### src/tcr_pkg.sv
package tcr_pkg;
	// Register byte addresses on the internal I/O bus
	localparam logic [5:0] TCR_ADDR_FLAGS = 6'h0b;
	localparam logic [5:0] TCR_ADDR_MASK = 6'h0c;
	localparam logic [5:0] TCR_ADDR_FORCE = 6'h22;
	localparam logic [5:0] TCR_ADDR_CAP_L = 6'h24;
	localparam logic [5:0] TCR_ADDR_CAP_H = 6'h25;
	localparam logic [5:0] TCR_ADDR_CMPB_L = 6'h28;
	localparam logic [5:0] TCR_ADDR_CMPB_H = 6'h29;
	localparam logic [5:0] TCR_ADDR_CMPA_L = 6'h2a;
	localparam logic [5:0] TCR_ADDR_CMPA_H = 6'h2b;
	localparam logic [5:0] TCR_ADDR_CNT_L = 6'h2c;
	localparam logic [5:0] TCR_ADDR_CNT_H = 6'h2d;
	// Bit positions in the mask, flag and force registers
	localparam int TCR_BIT_CAP = 5;
	localparam int TCR_BIT_CMPB = 2;
	localparam int TCR_BIT_CMPA = 1;
	localparam int TCR_BIT_OVF = 0;
	localparam int TCR_BIT_FORCE_A = 7;
	localparam int TCR_BIT_FORCE_B = 6;
	// Internal event index order
	localparam int TCR_EV_OVF = 0;
	localparam int TCR_EV_CMPA = 1;
	localparam int TCR_EV_CMPB = 2;
	localparam int TCR_EV_CAP = 3;
	// Reset values and fixed tops
	localparam logic [15:0] TCR_RST16 = 16'h0000;
	localparam logic [7:0] TCR_RST8 = 8'h00;
	localparam logic [3:0] TCR_RST4 = 4'h0;
	localparam logic [15:0] TCR_MAX = 16'hffff;
	localparam logic [15:0] TCR_TOP8 = 16'h00ff;
	localparam logic [15:0] TCR_TOP9 = 16'h01ff;
	localparam logic [15:0] TCR_TOP10 = 16'h03ff;
	// Compare output mode codes
	localparam logic [1:0] TCR_COM_OFF = 2'h0;
	localparam logic [1:0] TCR_COM_TOGGLE = 2'h1;
	localparam logic [1:0] TCR_COM_CLEAR = 2'h2;
	localparam logic [1:0] TCR_COM_SET = 2'h3;
endpackage

### src/tcr_compare_unit.sv
`timescale 1ns/1ps
`default_nettype none
module tcr_compare_unit
	import tcr_pkg::*;
(
	// Clock and reset
	input wire logic clock,
	input wire logic rst_b,
	input wire logic clk_en,
	// Events
	input wire logic match,
	input wire logic force_hit,
	input wire logic wrap,
	// Configuration
	input wire logic pwm_mode,
	input wire logic [1:0] compare_output_mode,
	// Pin
	output logic wave_out
);
	typedef struct packed {
		logic wave;
	} tcr_cu_s;

	tcr_cu_s st_q;
	tcr_cu_s st_d;

	always_comb begin
		st_d = st_q;
		if (match || force_hit) begin
			unique case (compare_output_mode)
				TCR_COM_OFF: st_d.wave = st_q.wave;
				TCR_COM_TOGGLE: st_d.wave = ~st_q.wave;
				TCR_COM_CLEAR: st_d.wave = 1'b0;
				TCR_COM_SET: st_d.wave = 1'b1;
			endcase
		end else if (wrap && pwm_mode) begin
			// Opposite level restored at bottom in PWM
			if (compare_output_mode == TCR_COM_CLEAR)
				st_d.wave = 1'b1;
			else if (compare_output_mode == TCR_COM_SET)
				st_d.wave = 1'b0;
		end
	end

	always_ff @(posedge clock) begin
		if (!rst_b)
			st_q <= '0;
		else if (clk_en)
			st_q <= st_d;
	end

	assign wave_out = st_q.wave;
endmodule
`default_nettype wire

### src/tcr_timer_regs.sv
`timescale 1ns/1ps
`default_nettype none
//Contract
// - Force strobes act only in non-PWM modes
// - Force strobe changes pin per compare mode
// - Force sets no flag, no counter clear
// - Force bits always read back zero
// - Counter high byte through shared latch
// - Counter write blocks next-tick compare matches
// - Compare registers continuously matched against counter
// - Compare writes commit both bytes together
// - Capture event loads counter into capture
// - Capture reads coherent through shared latch
// - Request needs enable, global flag, status
// - Capture flag on event or top
// - Compare flags set cycle after match
// - Overflow flag at mode-dependent point
// - Flags cleared by vector or one-write
module tcr_timer_regs
	import tcr_pkg::*;
(
	// Clock and reset
	input wire logic clock,
	input wire logic rst_b,
	input wire logic clk_en,
	// I/O bus
	input wire logic [5:0] io_addr,
	input wire logic [7:0] io_wdata,
	input wire logic io_we,
	input wire logic io_re,
	output logic [7:0] io_rdata,
	// Timer configuration and timing
	input wire logic timer_tick,
	input wire logic [3:0] waveform_mode_sel,
	input wire logic [1:0] compare_output_mode_a,
	input wire logic [1:0] compare_output_mode_b,
	input wire logic capture_edge_rising,
	input wire logic capture_from_comparator,
	// Pins and comparator
	input wire logic capture_input_pin,
	input wire logic comparator_out,
	output logic wave_out_a,
	output logic wave_out_b,
	// Interrupts
	input wire logic global_irq_en,
	input wire logic [3:0] irq_ack,
	output logic [3:0] irq_req
);
	typedef struct packed {
		logic [15:0] cnt;
		logic [15:0] ocra;
		logic [15:0] ocrb;
		logic [15:0] icr;
		logic [7:0] temp;
		logic [3:0] mask;
		logic [3:0] flags;
		logic block;
		logic pin_s1;
		logic pin_s2;
		logic cmp_s1;
		logic cmp_s2;
		logic src_prev;
		logic [7:0] rdata;
		logic [3:0] irq;
	} tcr_st_s;

	tcr_st_s st_q;
	tcr_st_s st_d;

	function automatic logic [7:0] ev_to_reg(input logic [3:0] ev);
		logic [7:0] r;
		r = TCR_RST8;
		r[TCR_BIT_CAP] = ev[TCR_EV_CAP];
		r[TCR_BIT_CMPB] = ev[TCR_EV_CMPB];
		r[TCR_BIT_CMPA] = ev[TCR_EV_CMPA];
		r[TCR_BIT_OVF] = ev[TCR_EV_OVF];
		return r;
	endfunction

	function automatic logic [3:0] reg_to_ev(input logic [7:0] r);
		logic [3:0] ev;
		ev = TCR_RST4;
		ev[TCR_EV_CAP] = r[TCR_BIT_CAP];
		ev[TCR_EV_CMPB] = r[TCR_BIT_CMPB];
		ev[TCR_EV_CMPA] = r[TCR_BIT_CMPA];
		ev[TCR_EV_OVF] = r[TCR_BIT_OVF];
		return ev;
	endfunction

	function automatic logic [15:0] top_of(input logic [3:0] m, input logic [15:0] a, input logic [15:0] i);
		logic [15:0] t;
		t = TCR_MAX;
		unique case (m)
			4'h1, 4'h5: t = TCR_TOP8;
			4'h2, 4'h6: t = TCR_TOP9;
			4'h3, 4'h7: t = TCR_TOP10;
			4'h4, 4'h9, 4'hb, 4'hf: t = a;
			4'h8, 4'ha, 4'hc, 4'he: t = i;
			4'h0, 4'hd: t = TCR_MAX;
		endcase
		return t;
	endfunction

	logic [15:0] top;
	logic pwm;
	logic icr_top;
	logic fast_pwm;
	logic at_top;
	logic wrap;
	logic match_a;
	logic match_b;
	logic force_a;
	logic force_b;
	logic cap_src;
	logic cap_edge;
	logic ovf_ev;
	logic [3:0] set_ev;
	logic [3:0] clr_ev;
	logic wr;
	logic rd;

	assign wr = io_we && clk_en;
	assign rd = io_re && clk_en;
	assign top = top_of(waveform_mode_sel, st_q.ocra, st_q.icr);
	assign pwm = !(waveform_mode_sel == 4'h0 || waveform_mode_sel == 4'h4 || waveform_mode_sel == 4'hc
		|| waveform_mode_sel == 4'hd);
	assign fast_pwm = (waveform_mode_sel[2:0] == 3'h5 || waveform_mode_sel[2:0] == 3'h6
		|| waveform_mode_sel == 4'h7 || waveform_mode_sel == 4'he || waveform_mode_sel == 4'hf);
	assign icr_top = (waveform_mode_sel == 4'h8 || waveform_mode_sel == 4'ha || waveform_mode_sel == 4'hc
		|| waveform_mode_sel == 4'he);
	assign at_top = timer_tick && (st_q.cnt == top);
	assign wrap = at_top;
	// Continuous compare, suppressed on the tick after a counter write
	assign match_a = timer_tick && !st_q.block && (st_q.cnt == st_q.ocra);
	assign match_b = timer_tick && !st_q.block && (st_q.cnt == st_q.ocrb);
	// Strobes only reach the waveform units outside PWM
	assign force_a = wr && io_addr == TCR_ADDR_FORCE && io_wdata[TCR_BIT_FORCE_A] && !pwm;
	assign force_b = wr && io_addr == TCR_ADDR_FORCE && io_wdata[TCR_BIT_FORCE_B] && !pwm;
	assign cap_src = capture_from_comparator ? st_q.cmp_s2 : st_q.pin_s2;
	assign cap_edge = !icr_top && (capture_edge_rising ? (cap_src && !st_q.src_prev) : (!cap_src && st_q.src_prev));
	// Overflow point per waveform mode
	assign ovf_ev = timer_tick && (pwm ? (fast_pwm ? (st_q.cnt == top) : wrap) : (st_q.cnt == TCR_MAX));

	always_comb begin
		set_ev = TCR_RST4;
		set_ev[TCR_EV_OVF] = ovf_ev;
		set_ev[TCR_EV_CMPA] = match_a;
		set_ev[TCR_EV_CMPB] = match_b;
		set_ev[TCR_EV_CAP] = icr_top ? at_top : cap_edge;
		clr_ev = irq_ack;
		if (wr && io_addr == TCR_ADDR_FLAGS)
			clr_ev = clr_ev | reg_to_ev(io_wdata);
	end

	always_comb begin
		st_d = st_q;
		st_d.pin_s1 = capture_input_pin;
		st_d.pin_s2 = st_q.pin_s1;
		st_d.cmp_s1 = comparator_out;
		st_d.cmp_s2 = st_q.cmp_s1;
		st_d.src_prev = cap_src;
		// New events win over a clear in the same cycle
		st_d.flags = (st_q.flags & ~clr_ev) | set_ev;
		st_d.irq = st_d.flags & st_q.mask & {4{global_irq_en}};
		if (timer_tick)
			st_d.block = 1'b0;
		if (timer_tick)
			st_d.cnt = at_top ? TCR_RST16 : st_q.cnt + 16'h0001;
		if (cap_edge)
			st_d.icr = st_q.cnt;
		st_d.rdata = TCR_RST8;
		if (wr) begin
			unique case (io_addr)
				TCR_ADDR_CAP_H, TCR_ADDR_CMPA_H, TCR_ADDR_CMPB_H, TCR_ADDR_CNT_H: st_d.temp = io_wdata;
				TCR_ADDR_CNT_L: begin
					st_d.cnt = {st_q.temp, io_wdata};
					st_d.block = 1'b1;
				end
				TCR_ADDR_CMPA_L: st_d.ocra = {st_q.temp, io_wdata};
				TCR_ADDR_CMPB_L: st_d.ocrb = {st_q.temp, io_wdata};
				TCR_ADDR_CAP_L: st_d.icr = {st_q.temp, io_wdata};
				TCR_ADDR_MASK: st_d.mask = reg_to_ev(io_wdata);
				default: st_d.temp = st_q.temp;
			endcase
		end else if (rd) begin
			unique case (io_addr)
				TCR_ADDR_CNT_L: begin
					st_d.rdata = st_q.cnt[7:0];
					st_d.temp = st_q.cnt[15:8];
				end
				TCR_ADDR_CAP_L: begin
					st_d.rdata = st_q.icr[7:0];
					st_d.temp = st_q.icr[15:8];
				end
				TCR_ADDR_CMPA_L: begin
					st_d.rdata = st_q.ocra[7:0];
					st_d.temp = st_q.ocra[15:8];
				end
				TCR_ADDR_CMPB_L: begin
					st_d.rdata = st_q.ocrb[7:0];
					st_d.temp = st_q.ocrb[15:8];
				end
				TCR_ADDR_CNT_H, TCR_ADDR_CAP_H, TCR_ADDR_CMPA_H, TCR_ADDR_CMPB_H: st_d.rdata = st_q.temp;
				TCR_ADDR_FLAGS: st_d.rdata = ev_to_reg(st_q.flags);
				TCR_ADDR_MASK: st_d.rdata = ev_to_reg(st_q.mask);
				TCR_ADDR_FORCE: st_d.rdata = TCR_RST8;
				default: st_d.rdata = TCR_RST8;
			endcase
		end
	end

	always_ff @(posedge clock) begin
		if (!rst_b)
			st_q <= '0;
		else if (clk_en)
			st_q <= st_d;
	end

	// Waveform units; forced hits bypass flags and counter clear
	tcr_compare_unit u_cmp_a (
		.clock(clock),
		.rst_b(rst_b),
		.clk_en(clk_en),
		.match(match_a),
		.force_hit(force_a),
		.wrap(wrap),
		.pwm_mode(pwm),
		.compare_output_mode(compare_output_mode_a),
		.wave_out(wave_out_a)
	);

	tcr_compare_unit u_cmp_b (
		.clock(clock),
		.rst_b(rst_b),
		.clk_en(clk_en),
		.match(match_b),
		.force_hit(force_b),
		.wrap(wrap),
		.pwm_mode(pwm),
		.compare_output_mode(compare_output_mode_b),
		.wave_out(wave_out_b)
	);

	assign io_rdata = st_q.rdata;
	assign irq_req = st_q.irq;

	// Checks
	property p_force_pwm;
		@(posedge clock) disable iff (!rst_b)
			(wr && io_addr == TCR_ADDR_FORCE && pwm && !timer_tick) |=> $stable(wave_out_a) && $stable(wave_out_b);
	endproperty
	a_force_pwm: assert property (p_force_pwm) else $error("force acted in PWM");

	property p_force_set;
		@(posedge clock) disable iff (!rst_b) (force_b && compare_output_mode_b == TCR_COM_SET) |=> wave_out_b;
	endproperty
	a_force_set: assert property (p_force_set) else $error("forced set missing");

	property p_force_noflag;
		@(posedge clock) disable iff (!rst_b)
			(force_a && !match_a && !st_q.flags[TCR_EV_CMPA]) |=> !st_q.flags[TCR_EV_CMPA];
	endproperty
	a_force_noflag: assert property (p_force_noflag) else $error("force set flag");

	property p_force_read;
		@(posedge clock) disable iff (!rst_b) (rd && !io_we && io_addr == TCR_ADDR_FORCE) |=> io_rdata == TCR_RST8;
	endproperty
	a_force_read: assert property (p_force_read) else $error("force bits read nonzero");

	property p_cnt_latch;
		@(posedge clock) disable iff (!rst_b)
			(rd && !io_we && io_addr == TCR_ADDR_CNT_L) |=> st_q.temp == $past(st_q.cnt[15:8]);
	endproperty
	a_cnt_latch: assert property (p_cnt_latch) else $error("counter high byte not latched");

	property p_block;
		@(posedge clock) disable iff (!rst_b)
			(clk_en && timer_tick && st_q.block && st_q.cnt == st_q.ocra && !st_q.flags[TCR_EV_CMPA])
				|=> !st_q.flags[TCR_EV_CMPA];
	endproperty
	a_block: assert property (p_block) else $error("match after counter write");

	property p_cmp_write;
		@(posedge clock) disable iff (!rst_b)
			(wr && io_addr == TCR_ADDR_CMPA_L) |=> st_q.ocra == {$past(st_q.temp), $past(io_wdata)};
	endproperty
	a_cmp_write: assert property (p_cmp_write) else $error("compare A not committed");

	property p_irq;
		@(posedge clock) disable iff (!rst_b)
			clk_en ##1 clk_en |-> irq_req[TCR_EV_CAP] == ($past(st_d.flags[TCR_EV_CAP]) && $past(st_q.mask[TCR_EV_CAP])
				&& $past(global_irq_en));
	endproperty
	a_irq: assert property (p_irq) else $error("capture request mismatch");

	property p_match_flag;
		@(posedge clock) disable iff (!rst_b) (match_a && clk_en) |=> st_q.flags[TCR_EV_CMPA];
	endproperty
	a_match_flag: assert property (p_match_flag) else $error("compare A flag not set");

	property p_ack_clear;
		@(posedge clock) disable iff (!rst_b) (clk_en && irq_ack[TCR_EV_CMPA] && !match_a) |=> !st_q.flags[TCR_EV_CMPA];
	endproperty
	a_ack_clear: assert property (p_ack_clear) else $error("compare A flag not cleared");

	property p_reset;
		@(posedge clock) !rst_b |=> st_q.flags == TCR_RST4 && st_q.cnt == TCR_RST16 && io_rdata == TCR_RST8;
	endproperty
	a_reset: assert property (p_reset) else $error("reset state not zero");

	property p_cov_cap;
		@(posedge clock) disable iff (!rst_b) cap_edge && clk_en;
	endproperty
	c_cov_cap: cover property (p_cov_cap);

	property p_cov_match;
		@(posedge clock) disable iff (!rst_b) match_a && clk_en ##1 irq_req[TCR_EV_CMPA];
	endproperty
	c_cov_match: cover property (p_cov_match);

	property p_cov_force;
		@(posedge clock) disable iff (!rst_b) force_b;
	endproperty
	c_cov_force: cover property (p_cov_force);
endmodule
`default_nettype wire

### config.mk
export PLATFORM = sky130hd
export DESIGN_NAME = tcr_timer_regs
export DESIGN_NICKNAME = d
export VERILOG_FILES = /design/src/tcr_pkg.sv /design/src/tcr_compare_unit.sv /design/src/tcr_timer_regs.sv
export SDC_FILE = /design/constraint.sdc
export NUM_CORES = 1
export LEC_CHECK = 0
export BUFFER_PORTS_ARGS = -buffer_cell sky130_fd_sc_hd__buf_2
export CAP_MARGIN = 25
export CORE_ASPECT_RATIO = 2
export CORE_MARGIN = 2
export CORE_UTILIZATION = 41
export DETAILED_ROUTE_END_ITERATION = 10
export GPL_TIMING_DRIVEN = 0
export SETUP_SLACK_MARGIN = 0.5
export SKIP_CTS_REPAIR_TIMING = 1
export SLEW_MARGIN = 5
export SYNTH_ARGS = -nofsm -noshare
export SYNTH_HDL_FRONTEND = slang
export SYNTH_SLANG_ARGS = --single-unit
### constraint.sdc
create_clock -name clock -period 3.4 [get_ports clock]
set_input_delay 0.17 -clock clock [delete_from_list [all_inputs] [get_ports clock]]
set_output_delay 0.17 -clock clock [all_outputs]
set_load 0.005 [all_outputs]
==> results_dict.tcl <==
set metrics [dict create \
    crit_chain "inv_1 > o21a_1 > a221oi_2 > o221ai_1 > nor4_2 > nand3_2 > or2_0 > o311a_1" \
    gp_congestion 1.02 \
    detail-route-antenna-nets 0 \
    drt-pass1-iter-count 7 \
    path_depth 8 \
    clockRootBuffer "clkbuf_16" \
    slew_viol_final 0 \
    synth_edf_count 0 \
    postSynth.asyncResetShare 0 \
    ios 51 \
    synth_adder_area_share 0.00198 \
    synth_compound_area_frac 0.269 \
    whs_path_depth 2 \
    wire_per_inst_um 25.3 \
    die_w_um 91.9 \
    setup_viol 0 \
    fin_crit_ns 2.85 \
    grt_max_degree 18 \
    place_inst 1102 \
    crit_arrival_ns 3.10 \
    path_class "flop to flop" \
    status "finished, final reports clean" \
    hp-class "input pin to flop" \
    coreArea_um2 15200 \
    rsz0062_at_grt "false" \
    dp_hpwl_um 21500 \
    synth_nets 891 \
    cts_buffers 9 \
    worst_path_dominant_cell_family "compound AO/OA/AOI/OAI gates" \
    post-place-ws_ns 0.121 \
    syn_to_final_growth_pct 14.3 \
    clock-sinks 100 \
    finalPower_mw 2.62 \
    powerDensity_nw_per_um2 361 \
    cts_buffer_depth 2 \
    vias_per_cell 6.40 \
    fillCellCount 1606 \
    yosys_warnings 0 \
    p_leak_nw 2.75 \
    max_slew_margin 0.281 \
    grt_pass1_vias 6814 \
    avgSynthCellArea_um2 7.42 \
    setup_tns_ns 0 \
    synth_mux_area_frac 0.0180 \
    finalHoldViolations 0 \
    post-route-period-util 0.838 \
    rr_worst_depth 8 \
    maxCapViolCount 0 \
    die-area_um2 16500 \
    clk_pin_slew_ns 0.08 \
    track_usage 0.339 \
    ir_drop_mv 0.247 \
    yosys.area_share.simple 0.274 \
    remaining_drc_errors 0 \
    cp_num_buf_inv 1 \
    die_h_um 180 \
    grt_first_pass_wirelength_um 41500 \
    crit_required_ns 3.65 \
    ys_seq_area_frac 0.316 \
    h-tree-depth 3 \
    final_core_util 0.476 \
    std_cell_rows 64 \
    worst_clock_skew_ns 0.00763 \
    initial_core_util 0.416 \
    n_antenna_cell 0 \
    fin_ws_ns 0.550 \
    synth_top_family_by_area "simple AND/OR/NAND/NOR gates" \
    tightest_slew_ns 1.07 \
    max_freq_ghz 0.351 \
    drive_gt1_frac 0.133 \
    grt_overflow 0 \
    fin_cells 1121 \
    critPathLaunchType "flop" \
    cpMaxStageDelayCell "dfxtp_1" \
    routed_wl_um 28400 \
    slowest_delay_ns 0.56 \
    synth_seq_cells 100 \
    vias 7176 \
    antenna_found_initial 0 \
    crit_path_max_fanout 7 \
    cp-end-kind "flop" \
    synth_cells 853 \
    drt_iter0_drc 702 \
    nets 956 \
    io_buffers 48 \
    yosysUniqueCellTypes 72 \
    synth-xor-area-share 0.0470 \
    cts_tree "done" \
    clk_latency_ns 0.37 \
    synth-main-ff-cell "dfxtp_1" \
    synthesis.area_um2 6330 \
]
-- cells in the mapped netlist (3+ instances only) --
cell         n  area [um2]
nand4_1     13        81.3
a21boi_0     3        22.5
a31oi_1     13        81.3
a21oi_1     92         460
nor2b_1     16         100
a2bb2oi_1    7        61.3
nor4b_1      8        70.1
or3_1        6        37.5
a222oi_1    16         160
and3_1      15        93.8
o21ai_1      4        20.0
nand2b_1    18         113
o31ai_1      4        30.0
nand3_1     40         200
nor2_1      54         203
nand2_1    107         402
buf_4       14         105
o21a_1      11        82.6
buf_2        7        35.0
buf_1        4        15.0
or4_1        3        22.5
dfxtp_1    100        2000
o22ai_1     23         144
o21ai_0     41         205
a211oi_1    15         113
mux2i_1      8        80.1
a22oi_1     13        97.6
nor3_1       9        45.0
and2_1       6        37.5
and4_1       5        43.8
clkbuf_1    58         218
nand3b_1     4        30.0
inv_1       21        78.8
xnor2_1     15         131
xor2_1      19         166
nor4_1      13        81.3
-- worst reg2reg max path: stages (launching register included) --
cell and delay, ns:
dfxtp_1 0.56, inv_1 0.25, o21a_1 0.23, a221oi_2 0.36, o221ai_1 0.19, nor4_2 0.35
nand3_2 0.20, or2_0 0.26, o311a_1 0.35
-- flip-flops by register name, indices dropped and copies added (netlist names) --
register          flops
io_rdata              8
irq_req               4
st_d                  2
st_q                 84
u_cmp_a.wave_out      1
u_cmp_b.wave_out      1
-- per-layer routing --
layer,part of all wire,up-vias,track usage
met3,0.075,176,0.0536
met4,0.12,0,0.324
met1,0.33,3330,0.353
met2,0.47,441,0.562
met5,0,-,0
li1,-,3229,-
-- metrics by stage --
step / instance area, um2 / hold WS (ns)
floorplan: 6330 / 0.287
global placement: 6820 / 0.400
detailed placement: 6840 / 0.397
CTS: 7130 / 0.0154
global route: 7240 / 0.0298
finish: 7240 / 0.0245
-- cell usage in the layout, fill, tap and decap left out, types with 3 or more instances in the layout --
master and n:
nand2_1 107, dfxtp_1 99, a21oi_1 92, buf_2 55, nor2_1 54, clkbuf_1 50
o21ai_0 41, nand3_1 39, o22ai_1 23, inv_1 21, xor2_1 19, buf_4 18
nand2b_1 18, a222oi_1 16, nor2b_1 16, and3_1 15, xnor2_1 15, a211oi_1 15
nand4_1 13, a31oi_1 13, a22oi_1 13, nor4_1 12, o21a_1 11, clkbuf_16 9
nor4b_1 8, mux2i_1 8, nor3_1 8, a2bb2oi_1 7, clkbuf_2 7, and2_1 6
or3_1 5, and4_1 5, buf_1 4, o21ai_1 4, o31ai_1 4, nand3b_1 4
a21boi_0 3, or4_1 3, nor3_2 3
-- worst paths after layout --
kind	start	end	slack, ns
hold reg to reg	irq_req[2]	irq_req[2]	0.47
hold / removal	compare_output_mode_b[0]	u_cmp_b.wave_out	0.02
setup reg to reg	st_q[88]	u_cmp_a.wave_out	0.55
setup / recovery	st_q[88]	u_cmp_a.wave_out	0.55
-- where the power goes --
part	switching (mW)	internal, mW	leakage (nW)
registers	0.0209	1.19	0.809
clock network	0.524	0.526	0.145
logic	0.242	0.116	1.79
total	0.787	1.83	2.75
-- kinds of logic (layout without fill, tap and decap cells) --
logic type,Yosys count,in the layout
muxes,10,10
buffers and inverters,106,176
DFF,100,100
adders and majority gates,1,1
AOI/OAI and AO/OA,265,265
xor gates and xnor gates,34,34
and+or+nand+nor,337,337
-- final cells by class --
type	instances	area, um2	share of cell area
plain buffers	84	403	0.0557
clock buffers	10	239	0.0330
multi-input cells	647	3930	0.543
clock inverters	6	47.5	0.00657
inverters	22	82.6	0.0114
flip-flops and latches	100	2000	0.277
well taps	198	248	0.0342
repair buffers	54	285	0.0394
No activity file was read; power rests on OpenSTA's default activity.
